[src/mmd_memory_map.vh]
// Address map, wait-state figures and state codes for the memory map decoder
`ifndef MMD_MEMORY_MAP_VH
`define MMD_MEMORY_MAP_VH

// ----------------------------------------
// Address width, on-chip RAM / frames, zones, OTP and boot ROM
// ----------------------------------------
`define MMD_AW            22
`define MMD_RAMA_LO       22'h000000
`define MMD_RAMA_HI       22'h0003FF
`define MMD_RAMB_LO       22'h000400
`define MMD_RAMB_HI       22'h0007FF
`define MMD_PF0_LO        22'h000800
`define MMD_PF0_HI        22'h000FFF
`define MMD_Z0_LO         22'h002000
`define MMD_Z0_HI         22'h003FFF
`define MMD_Z1_LO         22'h004000
`define MMD_Z1_HI         22'h005FFF
`define MMD_PF1_LO        22'h006000
`define MMD_PF1_HI        22'h006FFF
`define MMD_PF2_LO        22'h007000
`define MMD_PF2_HI        22'h007FFF
`define MMD_LRA_LO        22'h008000
`define MMD_LRA_HI        22'h008FFF
`define MMD_LRB_LO        22'h009000
`define MMD_LRB_HI        22'h009FFF
`define MMD_Z2_LO         22'h080000
`define MMD_Z2_HI         22'h0FFFFF
`define MMD_Z6_LO         22'h100000
`define MMD_Z6_HI         22'h17FFFF
`define MMD_OTP_LO        22'h3D7800
`define MMD_OTP_HI        22'h3D7BFF
`define MMD_HRAM_LO       22'h3F8000
`define MMD_HRAM_HI       22'h3F9FFF
`define MMD_Z7_LO         22'h3FC000
`define MMD_BROM_LO       22'h3FF000
`define MMD_TOP           22'h3FFFFF

// ----------------------------------------
// Flash sectors and security words
// ----------------------------------------
`define MMD_FL_LARGE_LO   22'h3D8000
`define MMD_FL_SMALL_LO   22'h3E8000
`define MMD_SEC_I         22'h3DA000
`define MMD_SEC_H         22'h3DC000
`define MMD_SEC_G         22'h3E0000
`define MMD_SEC_F         22'h3E4000
`define MMD_SEC_E         22'h3E8000
`define MMD_SEC_D         22'h3EC000
`define MMD_SEC_C         22'h3F0000
`define MMD_SEC_B         22'h3F4000
`define MMD_SEC_A         22'h3F6000
`define MMD_FL_HI         22'h3F7FFF
`define MMD_CSM_CLR_LO    22'h3F7F80
`define MMD_CSM_CLR_HI    22'h3F7FF5
`define MMD_ENTRY_LO      22'h3F7FF6
`define MMD_ENTRY_HI      22'h3F7FF7
`define MMD_PWD_LO        22'h3F7FF8
`define MMD_PWD_HI        22'h3F7FFF

// ----------------------------------------
// Wait states (cycles)
// ----------------------------------------
`define MMD_CW            5
`define MMD_WS_ZERO       5'h00
`define MMD_WS_ONE        5'h01
`define MMD_WS_PF_READ    5'h02
`define MMD_WS_PWD        5'h10
`define MMD_WS_BROM       5'h01
`define MMD_PROT_EXTRA    5'h01
`define MMD_STRAP_DLY     2'h2

// ----------------------------------------
// States
// ----------------------------------------
`define MMD_ST_IDLE       2'h0
`define MMD_ST_WAIT       2'h1
`define MMD_ST_DONE       2'h2

`endif

[src/mmd_decoder.v]
// Memory map decoder and wait-state controller for the CPU memory bus
`timescale 1ns/1ps
`include "mmd_memory_map.vh"

module mmd_decoder #(
	parameter LARGE_FLASH = 1,
	parameter WW          = 4
) (
	// Clock and reset
	input  wire              clk,
	input  wire              reset_n,
	// CPU memory bus
	input  wire              busReq,
	input  wire [21:0]       busAddr,
	input  wire              busWrite,
	input  wire              busDataSpace,
	input  wire              busIoSpace,
	output wire              busReady,
	// Configuration
	input  wire [WW-1:0]     flashWait,
	input  wire [WW-1:0]     otpWait,
	input  wire [WW-1:0]     zone0Wait,
	input  wire [WW-1:0]     zone1Wait,
	input  wire [WW-1:0]     zone2Wait,
	input  wire [WW-1:0]     zone6Wait,
	input  wire [WW-1:0]     zone7Wait,
	input  wire [4:0]        zoneUseReady,
	input  wire              protModeWrite,
	input  wire              protModeData,
	input  wire              bootModeWrite,
	input  wire              bootModeData,
	// Status
	output reg               protMode_r,
	output reg               bootSourceModeBit_r,
	output wire              vectorsExternal,
	// Pins
	input  wire              bootSourceSelectPin,
	input  wire              extReady,
	output reg               zone01Select_n_r,
	output reg               zone2Select_n_r,
	output reg               zone67Select_n_r,
	// Region selects of the current access
	output reg               selRamA_r,
	output reg               selRamB_r,
	output reg               selLocalA_r,
	output reg               selLocalB_r,
	output reg               selHighRam_r,
	output reg               selPf0_r,
	output reg               selPf1_r,
	output reg               selPf2_r,
	output reg               selOtp_r,
	output reg               selFlash_r,
	output reg [3:0]         flashSector_r,
	output reg               selBootEntry_r,
	output reg               selPassword_r,
	output reg               selBootRom_r,
	output reg [4:0]         selZone_r,
	output reg               decodeMiss_r
);

	// ----------------------------------------
	// Pin synchronisers and strap capture
	// ----------------------------------------
	reg       pinMeta_r;
	reg       pinSync_r;
	reg       rdyMeta_r;
	reg       rdySync_r;
	reg [1:0] strapCnt_r;
	reg       strapDone_r;

	always @(posedge clk or negedge reset_n) begin
		if (!reset_n) begin
			pinMeta_r <= 1'b0;
			pinSync_r <= 1'b0;
			rdyMeta_r <= 1'b0;
			rdySync_r <= 1'b0;
		end else begin
			pinMeta_r <= bootSourceSelectPin;
			pinSync_r <= pinMeta_r;
			rdyMeta_r <= extReady;
			rdySync_r <= rdyMeta_r;
		end
	end

	// Strap is taken once the synchroniser has flushed after release
	always @(posedge clk or negedge reset_n) begin
		if (!reset_n) begin
			strapCnt_r          <= 2'h0;
			strapDone_r         <= 1'b0;
			bootSourceModeBit_r <= 1'b0;
			protMode_r          <= 1'b1;
		end else begin
			if (protModeWrite)
				protMode_r <= protModeData;
			if (!strapDone_r) begin
				strapCnt_r <= strapCnt_r + 2'h1;
				if (strapCnt_r == `MMD_STRAP_DLY) begin
					strapDone_r         <= 1'b1;
					bootSourceModeBit_r <= pinSync_r;
				end
			end else if (bootModeWrite) begin
				bootSourceModeBit_r <= bootModeData;
			end
		end
	end

	assign vectorsExternal = bootSourceModeBit_r;

	// ----------------------------------------
	// Address decode
	// ----------------------------------------
	wire mem     = !busIoSpace;
	wire dat     = busDataSpace && mem;
	wire mode    = bootSourceModeBit_r;
	wire flLo    = (LARGE_FLASH != 0) ? (busAddr >= `MMD_FL_LARGE_LO)
	                                  : (busAddr >= `MMD_FL_SMALL_LO);
	wire dRamA   = mem && busAddr <= `MMD_RAMA_HI;
	wire dRamB   = mem && busAddr >= `MMD_RAMB_LO && busAddr <= `MMD_RAMB_HI;
	wire dPf0    = dat && busAddr >= `MMD_PF0_LO && busAddr <= `MMD_PF0_HI;
	wire dPf1    = dat && busAddr >= `MMD_PF1_LO && busAddr <= `MMD_PF1_HI;
	wire dPf2    = dat && busAddr >= `MMD_PF2_LO && busAddr <= `MMD_PF2_HI;
	wire dLocA   = mem && busAddr >= `MMD_LRA_LO && busAddr <= `MMD_LRA_HI;
	wire dLocB   = mem && busAddr >= `MMD_LRB_LO && busAddr <= `MMD_LRB_HI;
	wire dHigh   = mem && busAddr >= `MMD_HRAM_LO && busAddr <= `MMD_HRAM_HI;
	wire dOtp    = mem && busAddr >= `MMD_OTP_LO && busAddr <= `MMD_OTP_HI;
	wire dFlash  = mem && flLo && busAddr <= `MMD_FL_HI;
	wire dEntry  = mem && busAddr >= `MMD_ENTRY_LO && busAddr <= `MMD_ENTRY_HI;
	wire dPwd    = mem && busAddr >= `MMD_PWD_LO && busAddr <= `MMD_PWD_HI;
	// Only these two decodes look at the mode bit
	wire dBrom   = mem && !mode && busAddr >= `MMD_BROM_LO;
	wire [4:0] dZone;
	assign dZone[0] = mem && busAddr >= `MMD_Z0_LO && busAddr <= `MMD_Z0_HI;
	assign dZone[1] = mem && busAddr >= `MMD_Z1_LO && busAddr <= `MMD_Z1_HI;
	assign dZone[2] = mem && busAddr >= `MMD_Z2_LO && busAddr <= `MMD_Z2_HI;
	assign dZone[3] = mem && busAddr >= `MMD_Z6_LO && busAddr <= `MMD_Z6_HI;
	assign dZone[4] = mem && mode && busAddr >= `MMD_Z7_LO;
	wire dProt   = dPf1 || dPf2 || dZone[1];
	wire dHit    = dRamA || dRamB || dPf0 || dPf1 || dPf2 || dLocA || dLocB || dHigh
	               || dOtp || dFlash || dBrom || (|dZone);

	// Sector index: A is 0, J is 9
	reg [3:0] sector;
	always @* begin
		if (busAddr >= `MMD_SEC_A)      sector = 4'h0;
		else if (busAddr >= `MMD_SEC_B) sector = 4'h1;
		else if (busAddr >= `MMD_SEC_C) sector = 4'h2;
		else if (busAddr >= `MMD_SEC_D) sector = 4'h3;
		else if (busAddr >= `MMD_SEC_E) sector = 4'h4;
		else if (busAddr >= `MMD_SEC_F) sector = 4'h5;
		else if (busAddr >= `MMD_SEC_G) sector = 4'h6;
		else if (busAddr >= `MMD_SEC_H) sector = 4'h7;
		else if (busAddr >= `MMD_SEC_I) sector = 4'h8;
		else                             sector = 4'h9;
	end

	// ----------------------------------------
	// Wait count of the decoded region
	// ----------------------------------------
	reg [WW-1:0]       zw;
	reg [`MMD_CW-1:0]  waits;
	reg                useRdy;

	always @* begin
		zw     = zone0Wait;
		useRdy = 1'b0;
		// Zone 0 is the default, so its wait count needs no branch of its own
		if (dZone[1]) begin
			zw     = zone1Wait;
			useRdy = zoneUseReady[1];
		end else if (dZone[2]) begin
			zw     = zone2Wait;
			useRdy = zoneUseReady[2];
		end else if (dZone[3]) begin
			zw     = zone6Wait;
			useRdy = zoneUseReady[3];
		end else if (dZone[4]) begin
			zw     = zone7Wait;
			useRdy = zoneUseReady[4];
		end else if (dZone[0]) begin
			useRdy = zoneUseReady[0];
		end
		if (dPwd && !busWrite)
			waits = `MMD_WS_PWD;
		else if (dFlash)
			waits = {{(`MMD_CW-WW){1'b0}}, flashWait};
		else if (dOtp)
			waits = (otpWait == {WW{1'b0}}) ? `MMD_WS_ONE
			        : {{(`MMD_CW-WW){1'b0}}, otpWait};
		else if (dBrom)
			waits = `MMD_WS_BROM;
		else if ((dPf1 || dPf2) && !busWrite)
			waits = `MMD_WS_PF_READ;
		else if (|dZone)
			waits = (zw == {WW{1'b0}}) ? `MMD_WS_ONE
			        : {{(`MMD_CW-WW){1'b0}}, zw};
		else
			waits = `MMD_WS_ZERO;
	end

	// ----------------------------------------
	// Access sequencer
	// ----------------------------------------
	reg [1:0]          state_r;
	reg [`MMD_CW-1:0]  cnt_r;
	reg                useRdy_r;
	reg                protWrPend_r;
	reg [21:0]         protAddr_r;

	// A protected read behind a protected write to another word waits longer
	wire needOrder = protMode_r && dProt && !busWrite && protWrPend_r
	                 && (busAddr != protAddr_r);
	wire rdyOk     = !useRdy_r || rdySync_r;

	// Wait count of the access about to be taken, ordering penalty included
	wire [`MMD_CW-1:0] total  = needOrder ? waits + `MMD_PROT_EXTRA : waits;
	// Zero-wait regions skip the wait state and answer in the cycle after the take
	wire               noWait = (total == `MMD_WS_ZERO);

	// Ready stands for one cycle; busReq is not taken again until the sequencer is idle
	assign busReady = (state_r == `MMD_ST_DONE);

	always @(posedge clk or negedge reset_n) begin
		if (!reset_n) begin
			state_r          <= `MMD_ST_IDLE;
			cnt_r            <= `MMD_WS_ZERO;
			useRdy_r         <= 1'b0;
			protWrPend_r     <= 1'b0;
			protAddr_r       <= 22'h000000;
			zone01Select_n_r <= 1'b1;
			zone2Select_n_r  <= 1'b1;
			zone67Select_n_r <= 1'b1;
			selRamA_r        <= 1'b0;
			selRamB_r        <= 1'b0;
			selLocalA_r      <= 1'b0;
			selLocalB_r      <= 1'b0;
			selHighRam_r     <= 1'b0;
			selPf0_r         <= 1'b0;
			selPf1_r         <= 1'b0;
			selPf2_r         <= 1'b0;
			selOtp_r         <= 1'b0;
			selFlash_r       <= 1'b0;
			flashSector_r    <= 4'h0;
			selBootEntry_r   <= 1'b0;
			selPassword_r    <= 1'b0;
			selBootRom_r     <= 1'b0;
			selZone_r        <= 5'h00;
			decodeMiss_r     <= 1'b0;
		end else begin
			case (state_r)
			`MMD_ST_IDLE: begin
				if (busReq) begin
					// The counter holds the waits still to come after this one
					cnt_r            <= noWait ? `MMD_WS_ZERO : total - `MMD_WS_ONE;
					useRdy_r         <= useRdy;
					state_r          <= noWait ? `MMD_ST_DONE : `MMD_ST_WAIT;
					zone01Select_n_r <= !(dZone[0] || dZone[1]);
					zone2Select_n_r  <= !dZone[2];
					zone67Select_n_r <= !(dZone[3] || dZone[4]);
					selRamA_r        <= dRamA;
					selRamB_r        <= dRamB;
					selLocalA_r      <= dLocA;
					selLocalB_r      <= dLocB;
					selHighRam_r     <= dHigh;
					selPf0_r         <= dPf0;
					selPf1_r         <= dPf1;
					selPf2_r         <= dPf2;
					selOtp_r         <= dOtp;
					selFlash_r       <= dFlash;
					flashSector_r    <= dFlash ? sector : 4'h0;
					selBootEntry_r   <= dEntry;
					selPassword_r    <= dPwd;
					selBootRom_r     <= dBrom;
					selZone_r        <= dZone;
					decodeMiss_r     <= !dHit;
					if (dProt && protMode_r)
						protWrPend_r <= busWrite;
					if (dProt && busWrite)
						protAddr_r <= busAddr;
				end
			end
			`MMD_ST_WAIT: begin
				// On the last wait a zone access with its zoneUseReady bit set stalls here while synchronised external ready is low
				if (cnt_r != `MMD_WS_ZERO)
					cnt_r <= cnt_r - `MMD_WS_ONE;
				else if (rdyOk)
					state_r <= `MMD_ST_DONE;
			end
			`MMD_ST_DONE: begin
				state_r          <= `MMD_ST_IDLE;
				zone01Select_n_r <= 1'b1;
				zone2Select_n_r  <= 1'b1;
				zone67Select_n_r <= 1'b1;
			end
			default: begin
				state_r <= `MMD_ST_IDLE;
			end
			endcase
		end
	end

endmodule

[config.mk]
export PLATFORM = sky130hd
export DESIGN_NAME = mmd_decoder
export DESIGN_NICKNAME = d
export VERILOG_FILES = /design/src/mmd_decoder.v
export VERILOG_INCLUDE_DIRS = /design/src
export SDC_FILE = /design/constraint.sdc
export NUM_CORES = 1
export LEC_CHECK = 0
export ABC_AREA = 1
export BUFFER_PORTS_ARGS = -buffer_cell sky130_fd_sc_hd__buf_4
export CORE_UTILIZATION = 52
export CTS_CLUSTER_SIZE = 20
export DETAILED_ROUTE_END_ITERATION = 10
export PLACE_DENSITY_LB_ADDON = 0.05
export SYNTH_ARGS = -nofsm -noshare
export SYNTH_HDL_FRONTEND = slang
export SYNTH_SLANG_ARGS = --single-unit
[constraint.sdc]
create_clock -name clk -period 4.71 [get_ports clk]
set_input_delay 0.471 -clock clk [delete_from_list [all_inputs] [get_ports clk]]
set_output_delay 0.471 -clock clk [all_outputs]
set_load 0.02 [all_outputs]
After elaboration in Yosys (flattened, before gate mapping):

Index checks and enable logic that the tools add are counted.

* output and inout port bits: 30
* bits of input ports: 67
* logic and storage cells: 217
* register bits: 66

* order comparisons: 41
* multiplexer cells: 48
* equality and inequality tests: 9
* $add $sub $neg: 4
* reductions and logical operators: 83

Operators by type and width (number)
* 22-bit >= comparator, second input constant: 16
* 22-bit less-or-equal comparator, second input constant: 4
* 4-bit 2-to-1 mux: 20
* 22-bit by 15-bit >= comparator with 1-bit output, second input constant: 3
* 22-bit by 15-bit less-or-equal comparator with 1-bit output, second input constant: 3
* 22-bit by 16-bit >= comparator with 1-bit output, second input constant: 2
* 22-bit by 16-bit less-or-equal comparator with 1-bit output, second input constant: 2
* 1-bit logical AND: 43
* 5-bit 2-to-1 mux: 5
* 22-bit by 11-bit >= comparator with 1-bit output, second input constant: 1
* 22-bit by 12-bit >= comparator with 1-bit output, second input constant: 1
* 22-bit by 14-bit >= comparator with 1-bit output, second input constant: 1
* 22-bit by 20-bit >= comparator with 1-bit output, second input constant: 1
* 22-bit by 21-bit >= comparator with 1-bit output, second input constant: 1
* 22-bit by 10-bit less-or-equal comparator with 1-bit output, second input constant: 1
* 22-bit by 11-bit less-or-equal comparator with 1-bit output, second input constant: 1
* 22-bit by 12-bit less-or-equal comparator with 1-bit output, second input constant: 1
* 22-bit by 14-bit less-or-equal comparator with 1-bit output, second input constant: 1
* 22-bit by 20-bit less-or-equal comparator with 1-bit output, second input constant: 1
* 22-bit by 21-bit less-or-equal comparator with 1-bit output, second input constant: 1
* 22-bit inequality test: 1
* 1-bit logical OR: 16
* 1-bit 2-to-1 mux: 14
* 3-bit AND reduction: 4
* 18 further kinds: 41

Longest topological paths before layout:

* depth in word-level cells: 21
* mapped depth: 26
* depth with buffers taken out: 25

Worst setup path after synthesis:

No wires, ideal clock.

* path type: input port to flip-flop
* from: input busAddr[14]
* to: register cnt_r[1]
* setup time: 0.135 ns
* required time: 4.575 ns
* data arrival time: 2.818 ns
* path slack: 1.757 ns
* cell stages on the path: 23
* buffers on the path: 1
* cells stage by stage: buf_2 -> nor2_2 -> nand2_1 -> o21ai_2 -> nor2_8 -> nor2_1 -> a21oi_1 -> nand3_1 -> nand2_1 -> nand2_1 -> nand3_2 -> nand2_2 -> inv_1 -> ha_1 -> inv_1 -> o21ai_1 -> inv_1 -> ha_1 -> inv_1 -> nor2_2 -> nand4_4 -> a21oi_1 -> o21ai_1

* cells in the longest elaborated chain, start to end: 20
* elaborated cells on any way between the ends: 68
* classes of those cells: add/sub (2); order compare (19); eq/ne (1); mux (15); reduce/logical (31)

RTL lines
* start: declaration: line mmd_decoder.v:14 `input wire [21:0] busAddr,`
* 22-bit >= comparator (no source line) or 22-bit by 21-bit >= comparator with 1-bit output (tied branches)
* 1-bit logical AND (no source line)
* 4-bit 2-to-1 mux or 1-bit logical AND (tied branches)
* 4-bit 2-to-1 mux: line mmd_decoder.v:173 `end else if (dZone[3]) begin`
* 4-bit 2-to-1 mux: line mmd_decoder.v:170 `end else if (dZone[2]) begin`
* 4-bit 2-to-1 mux: line mmd_decoder.v:167 `if (dZone[1]) begin`
* 4-bit zero test: line mmd_decoder.v:194 `` waits = (zw == {WW{1'b0}}) ? `MMD_WS_ONE ``
* 4-bit 2-to-1 mux: line mmd_decoder.v:194
* [4 not listed]
* 4-bit 2-to-1 mux: line mmd_decoder.v:184 `else if (dFlash)`
* 5-bit 2-to-1 mux: line mmd_decoder.v:182 `if (dPwd && !busWrite)`
* 5-bit by 1-bit adder with 5-bit output (no source line)
* 5-bit 2-to-1 mux (*): line mmd_decoder.v:215 `` wire [`MMD_CW-1:0] total = needOrder ? waits + `MMD_PROT_EXTRA : waits; ``
* 5-bit by 1-bit subtractor with 5-bit output (no source line) or 5-bit zero test (tied branches)
* 5-bit 2-to-1 mux (no source line) (*)
* 5-bit 2-to-1 mux (*): line mmd_decoder.v:251 `if (busReq) begin`
* 5-bit case mux with 2 select lines (*): line mmd_decoder.v:249 `case (state_r)`
* end signal: assignment: line mmd_decoder.v:225 `` cnt_r <= `MMD_WS_ZERO; ``
* end signal: assignment: line mmd_decoder.v:253 `` cnt_r <= noWait ? `MMD_WS_ZERO : total - `MMD_WS_ONE; ``
* end signal: assignment: line mmd_decoder.v:284 `` cnt_r <= cnt_r - `MMD_WS_ONE; ``
* end: declaration: line mmd_decoder.v:204 `` reg [`MMD_CW-1:0] cnt_r; ``

Mark *: on every way between the ends. The rest lies on a longest branch, timed or not. The select of a mux whose other input is x is not followed.
A chain may end at the register's enable or synchronous reset.

Worst setup path after layout:

* from: register bootSourceModeBit_r
* to: register cnt_r[1]

* cells in the longest elaborated chain, start to end: 20
* elaborated cells on any way between the ends: 25
* classes of those cells: add/sub (2); mux (15); reduce/logical (8)

RTL lines
* start: declaration: line mmd_decoder.v:34 `output reg bootSourceModeBit_r,`
* start signal: assignment: line mmd_decoder.v:99 `bootSourceModeBit_r <= pinSync_r;`
* start signal: assignment: line mmd_decoder.v:102 `bootSourceModeBit_r <= bootModeData;`
* 1-bit logical AND: line mmd_decoder.v:136 `` assign dZone[4] = mem && mode && busAddr >= `MMD_Z7_LO; ``
* 1-bit logical AND (no source line)
* 4-bit 2-to-1 mux: line mmd_decoder.v:176 `end else if (dZone[4]) begin`
* 4-bit 2-to-1 mux: line mmd_decoder.v:173
* 4-bit 2-to-1 mux: line mmd_decoder.v:170
* 4-bit 2-to-1 mux: line mmd_decoder.v:167
* 4-bit zero test: line mmd_decoder.v:194
* 4-bit 2-to-1 mux: line mmd_decoder.v:194
* [4 not listed]
* 4-bit 2-to-1 mux (*): line mmd_decoder.v:184
* 5-bit 2-to-1 mux (*): line mmd_decoder.v:182
* 5-bit by 1-bit adder with 5-bit output (no source line)
* 5-bit 2-to-1 mux (*): line mmd_decoder.v:215
* 5-bit by 1-bit subtractor with 5-bit output (no source line) or 5-bit zero test (tied branches)
* 5-bit 2-to-1 mux (no source line) (*)
* 5-bit 2-to-1 mux (*): line mmd_decoder.v:251
* 5-bit case mux with 2 select lines (*): line mmd_decoder.v:249

Marks and branches as above.

==> impl_results.html <==
<table>
<tr><th>Metric</th><th>Value</th></tr>
<tr><th colspan="2">Outcome</th></tr>
<tr><td>Run status</td><td>completed</td></tr>
<tr><th colspan="2">Clock network</th></tr>
<tr><td>Maximum root-to-sink buffer count</td><td>2</td></tr>
<tr><td>Clock Latency Late Sink</td><td>0.34 ns</td></tr>
<tr><td>Number of clock buffers inserted by TritonCTS</td><td>9</td></tr>
<tr><td>Clock sink count</td><td>66</td></tr>
<tr><td>Number of setup buffers added after CTS</td><td>0</td></tr>
<tr><td>TritonCTS clock tree</td><td>yes</td></tr>
<tr><td>CTS Root Cell</td><td>clkbuf_8</td></tr>
<tr><td>Clock transition at the register clock pins on the worst setup and hold paths after CTS</td><td>about 0.080 ns</td></tr>
<tr><td>Hold buffer count at cts</td><td>0</td></tr>
<tr><td>Number of levels the H-tree was split into</td><td>3</td></tr>
<tr><td># resized after CTS</td><td>0</td></tr>
<tr><th colspan="2">Die</th></tr>
<tr><td>Full die area</td><td>8380 um^2</td></tr>
<tr><td>Effective utilization at floorplan</td><td>54.0%</td></tr>
<tr><td>Die Ht</td><td>91.6 um</td></tr>
<tr><td>Std-Cell Core Area</td><td>7730 um^2</td></tr>
<tr><td>Io pins</td><td>a little under 100</td></tr>
<tr><td>Width of the die</td><td>approximately 92 um</td></tr>
<tr><td>Standard-cell rows</td><td>32</td></tr>
<tr><th colspan="2">Min path</th></tr>
<tr><td>Worst min-delay path category</td><td>in -&gt; async</td></tr>
<tr><th colspan="2">Worst setup path</th></tr>
<tr><td>Critical path launch point type</td><td>flop</td></tr>
<tr><td>Ordered list of cells on the worst path</td><td>inv_1 &gt; nor2_1 &gt; nand3_4 &gt; o21ai_0 &gt; o21ai_1 &gt; o21ai_1 &gt; nand2_1 &gt; nand2_1 &gt; nand3_2 &gt; nand2_2 &gt; inv_1 &gt; ha_1 &gt; inv_1 &gt; o21ai_1 &gt; inv_1 &gt; ha_1 &gt; inv_1 &gt; nor2_2 &gt; nand4_4 &gt; a21oi_1 &gt; o21ai_1</td></tr>
<tr><td>Kind of end point of the critical path</td><td>flop</td></tr>
<tr><td>Worst Path Required</td><td>4.92 ns</td></tr>
<tr><td>RR Startpoint</td><td>bootSourceModeBit_r$_DFFE_PN0P_</td></tr>
<tr><td>Crit path max-delay cell type</td><td>dfrtp_1</td></tr>
<tr><td>Largest delay contributor family on the critical path</td><td>simple AND/OR/NAND/NOR gates</td></tr>
<tr><td>Peak fanout along the critical path</td><td>8</td></tr>
<tr><td>Logic depth of the worst path, buffers included</td><td>21</td></tr>
<tr><td>Critical path start-end classification</td><td>reg -&gt; reg</td></tr>
<tr><td>Reg2reg end</td><td>cnt_r[1]$_DFFE_PN0P_</td></tr>
<tr><td>Crit path from</td><td>bootSourceModeBit_r$_DFFE_PN0P_</td></tr>
<tr><td>Critical path's most frequent cell</td><td>inv_1</td></tr>
<tr><td>Stage delay of the slowest cell on the critical path</td><td>0.40 ns</td></tr>
<tr><td>Length in cells of the worst reg-to-reg path</td><td>21</td></tr>
<tr><td>Signal arrival time at the worst endpoint</td><td>between 3 and 4 ns</td></tr>
<tr><td>Buffering stage count on the worst path with inverters included</td><td>5</td></tr>
<tr><td>Worst R2R Setup Slack</td><td>1.53 ns</td></tr>
<tr><th colspan="2">Timing</th></tr>
<tr><td>Worst-case headroom to the max-slew limit</td><td>44.9%</td></tr>
<tr><td>Fin crit period</td><td>3.18 ns</td></tr>
<tr><td>Setup repair after global routing missed its margin</td><td>false</td></tr>
<tr><td>Post-Route Hold Slack</td><td>0.205 ns</td></tr>
<tr><td>Worst slew pin tran</td><td>between 0.8 and 0.9 ns</td></tr>
<tr><td>Max-slew violations</td><td>0</td></tr>
<tr><td>Count of endpoints failing setup in the final report</td><td>0</td></tr>
<tr><td>Count of endpoints failing hold in the final timing report</td><td>0</td></tr>
<tr><td>Final sum of negative setup slack</td><td>0 ns</td></tr>
<tr><td>Maximum clock skew at final layout</td><td>0.0112 ns</td></tr>
<tr><td>Max Fclk</td><td>0.315 GHz</td></tr>
<tr><td>Fin crit share</td><td>67.4%</td></tr>
<tr><th colspan="2">Logic synthesis</th></tr>
<tr><td>Distinct cell type count of the synthesized netlist</td><td>46</td></tr>
<tr><td>Sequential area share after synthesis</td><td>39.7%</td></tr>
<tr><td>Total number of yosys warnings</td><td>0</td></tr>
<tr><td>Synth Register Bits</td><td>66</td></tr>
<tr><td>Post-Syn Area</td><td>4170 um^2</td></tr>
<tr><td>Synthesized instance count</td><td>550</td></tr>
<tr><td>Post-Syn Nets</td><td>just over 600</td></tr>
<tr><td>Post-Synthesis Mean Instance Area</td><td>around 7.6 um^2</td></tr>
<tr><th colspan="2">Cells and area</th></tr>
<tr><td>Final Instance Area</td><td>around 5200 um^2</td></tr>
<tr><td>Area growth syn-to-layout</td><td>24.0%</td></tr>
<tr><td>Antenna diode count</td><td>0</td></tr>
<tr><td>Filler-free cell count of the finished design</td><td>755</td></tr>
<tr><td>Fraction of layout cells with a size suffix above 1</td><td>27.1%</td></tr>
<tr><td># nets final</td><td>720</td></tr>
<tr><td>End-of-flow core utilization</td><td>66.9%</td></tr>
<tr><th colspan="2">GRT</th></tr>
<tr><td>Via count of the first global-routing pass</td><td>between 3,000 and 4,000</td></tr>
<tr><td>Global-route wire length before repair</td><td>~17 mm</td></tr>
<tr><td>Global-route usage over all layers</td><td>26.1%</td></tr>
<tr><td>Total congestion overflow</td><td>0</td></tr>
<tr><td>Antenna violations before repair</td><td>0</td></tr>
<tr><td>Maximum number of pins on one net before global-route repair</td><td>67</td></tr>
<tr><th colspan="2">Pwr</th></tr>
<tr><td>Static leakage</td><td>~2.7 nW</td></tr>
<tr><td>Relative contribution of sequential cells to total power</td><td>41.2%</td></tr>
<tr><td>Cell-internal power</td><td>~1.1 mW</td></tr>
<tr><td>Switching component of the power</td><td>0.597 mW</td></tr>
<tr><td>Switching part of the total power</td><td>35.6%</td></tr>
<tr><td>Power density normalized to cell area</td><td>324 nW/um^2</td></tr>
<tr><td>Share of power burned in the clock network</td><td>between 20% and 30%</td></tr>
<tr><td>Maximum ir drop on the vdd rail</td><td>~0.20 mV</td></tr>
<tr><td>Power share of the combinational group</td><td>32.8%</td></tr>
<tr><th colspan="2">Routing</th></tr>
<tr><td>Remaining design rule violation count</td><td>0</td></tr>
<tr><td>First-pass iteration count of the detailed router</td><td>5</td></tr>
<tr><td>Routed wire length</td><td>roughly 10 mm</td></tr>
<tr><td>ANT nets after route</td><td>0</td></tr>
<tr><td>Vias per std cell</td><td>5.25</td></tr>
<tr><td>Detailed router's first-iteration violation count</td><td>175</td></tr>
<tr><td>Via count</td><td>3,960</td></tr>
<tr><td>Detailed-route wire length per cell</td><td>13.7 um</td></tr>
<tr><th colspan="2">Placed design</th></tr>
<tr><td>Placed cell area</td><td>4990 um^2</td></tr>
<tr><td>Cell Count Post-Placement</td><td>around 740</td></tr>
<tr><td>Number of buffer cells added on primary ports</td><td>96</td></tr>
<tr><td>Final weighted congestion of routability-driven global placement</td><td>0.917</td></tr>
<tr><td>HPWL after DPL</td><td>approximately 7.9 mm</td></tr>
<tr><th colspan="2">Flow run</th></tr>
<tr><td>Number of max-cap violations</td><td>0</td></tr>
</table>
[cells in the mapped netlist (all sizes together)]
library cell  count  area, um^2
o22ai             1        6.26
nor2             57         298
o21a              3        22.5
a22oi             2        15.0
mux2              4        45.0
clkbuf            8        30.0
xnor2             9        78.8
nand3            30         178
inv              84         315
a32o              2        20.0
nand2           129         532
o31ai             1        7.51
o41ai             2        17.5
nand4            25         190
a31oi             2        12.5
o2111ai           1        8.76
nor3b             2        15.0
o21ai            51         263
ha                5        62.6
mux2i             1        10.0
o211ai            2        15.0
xor2              5        43.8
clkinv            2        7.51
nor4              2        27.5
nor3             13        70.1
a21oi            25         125
dfstp             4         105
or2              11        68.8
dfrtp            62        1550
buf               5        30.0
[logic make-up after synthesis]
kind of cell	synth area share [%]
multiplexers	1.32
flip-flops	39.7
AO/OA/AOI/OAI	12.3
XOR/XNOR	2.94
AND/OR/NAND/NOR	33.1
buffers and inverters	9.18
adder cells (fa/ha/maj)	1.50
[registers in the layout, summed over array words and instances (netlist names), 2 cells and up]
| name | count |
|---|---|
| flashSector_r | 4 |
| strapCnt_r | 2 |
| state_r | 2 |
| selZone_r | 5 |
| protAddr_r | 22 |
| cnt_r | 5 |
[cells in the final DEF (no fill, tap or decap), types with 6 or more instances in the layout]
master    instances
or2_2            10
nor2_1           44
dfrtp_1          62
nand3_1          26
inv_2             6
nand2_1         116
nand2_2          10
a21oi_1          25
inv_1            78
clkbuf_8         11
xnor2_1           9
o21ai_0          45
nand4_1          21
nor3_1           12
nor2_2            8
buf_4           100
[worst register-to-register path, stage by stage, from the launching register on]
cell     delay [ns]
dfrtp_1        0.40
inv_1          0.09
nor2_1         0.35
nand3_4        0.17
o21ai_0        0.22
o21ai_1        0.09
o21ai_1        0.15
nand2_1        0.07
nand2_1        0.07
nand3_2        0.09
nand2_2        0.09
inv_1          0.05
ha_1           0.27
inv_1          0.05
o21ai_1        0.08
inv_1          0.06
ha_1           0.14
inv_1          0.06
nor2_2         0.17
nand4_4        0.15
a21oi_1        0.15
o21ai_1        0.07
[worst max-delay path by stage]
stage                           endpoint  slack [ns]
global route        cnt_r[1]$_DFFE_PN0P_        1.22
finish              cnt_r[1]$_DFFE_PN0P_        1.53
CTS                 cnt_r[1]$_DFFE_PN0P_        1.53
global placement    cnt_r[1]$_DFFE_PN0P_        1.38
floorplan           cnt_r[1]$_DFFE_PN0P_        1.76
detailed placement  cnt_r[1]$_DFFE_PN0P_        1.25
[per-stage QoR]
step	setup WS, ns	total power [mW]
finish	1.53	1.68
global route	1.22	1.78
CTS	1.53	1.69
detailed placement	1.25	1.25
global placement	1.38	1.24
floorplan	1.76	1.05
[routing by layer]
| metal | vias up | GRT usage [%] | wire length, um |
|---|---|---|---|
| met5 | - | 0 | 0 |
| met4 | 0 | 8.07 | 178 |
| met3 | 19 | 5.53 | 624 |
| met2 | 129 | 43.2 | 4920 |
| met1 | 1824 | 34.1 | 4640 |
| li1 | 1988 | - | - |
[final cells by class]
class	count	area, um^2
Clock buffer	12	155
Clock inverter	4	26.3
Fill cell	668	2560
Inverter	86	323
Multi-Input combinational cell	385	2130
Sequential cell	66	1660
Tap cell	102	128
Timing Repair Buffer	100	751
[power groups by stage]
stage	registers (mW)	clock network, mW	logic [mW]
floorplan	0.735	0	0.313
global placement	0.699	0	0.538
detailed placement	0.701	0	0.547
CTS	0.690	0.446	0.551
global route	0.699	0.468	0.617
finish	0.690	0.435	0.550
(Power assumes the default switching activity.)
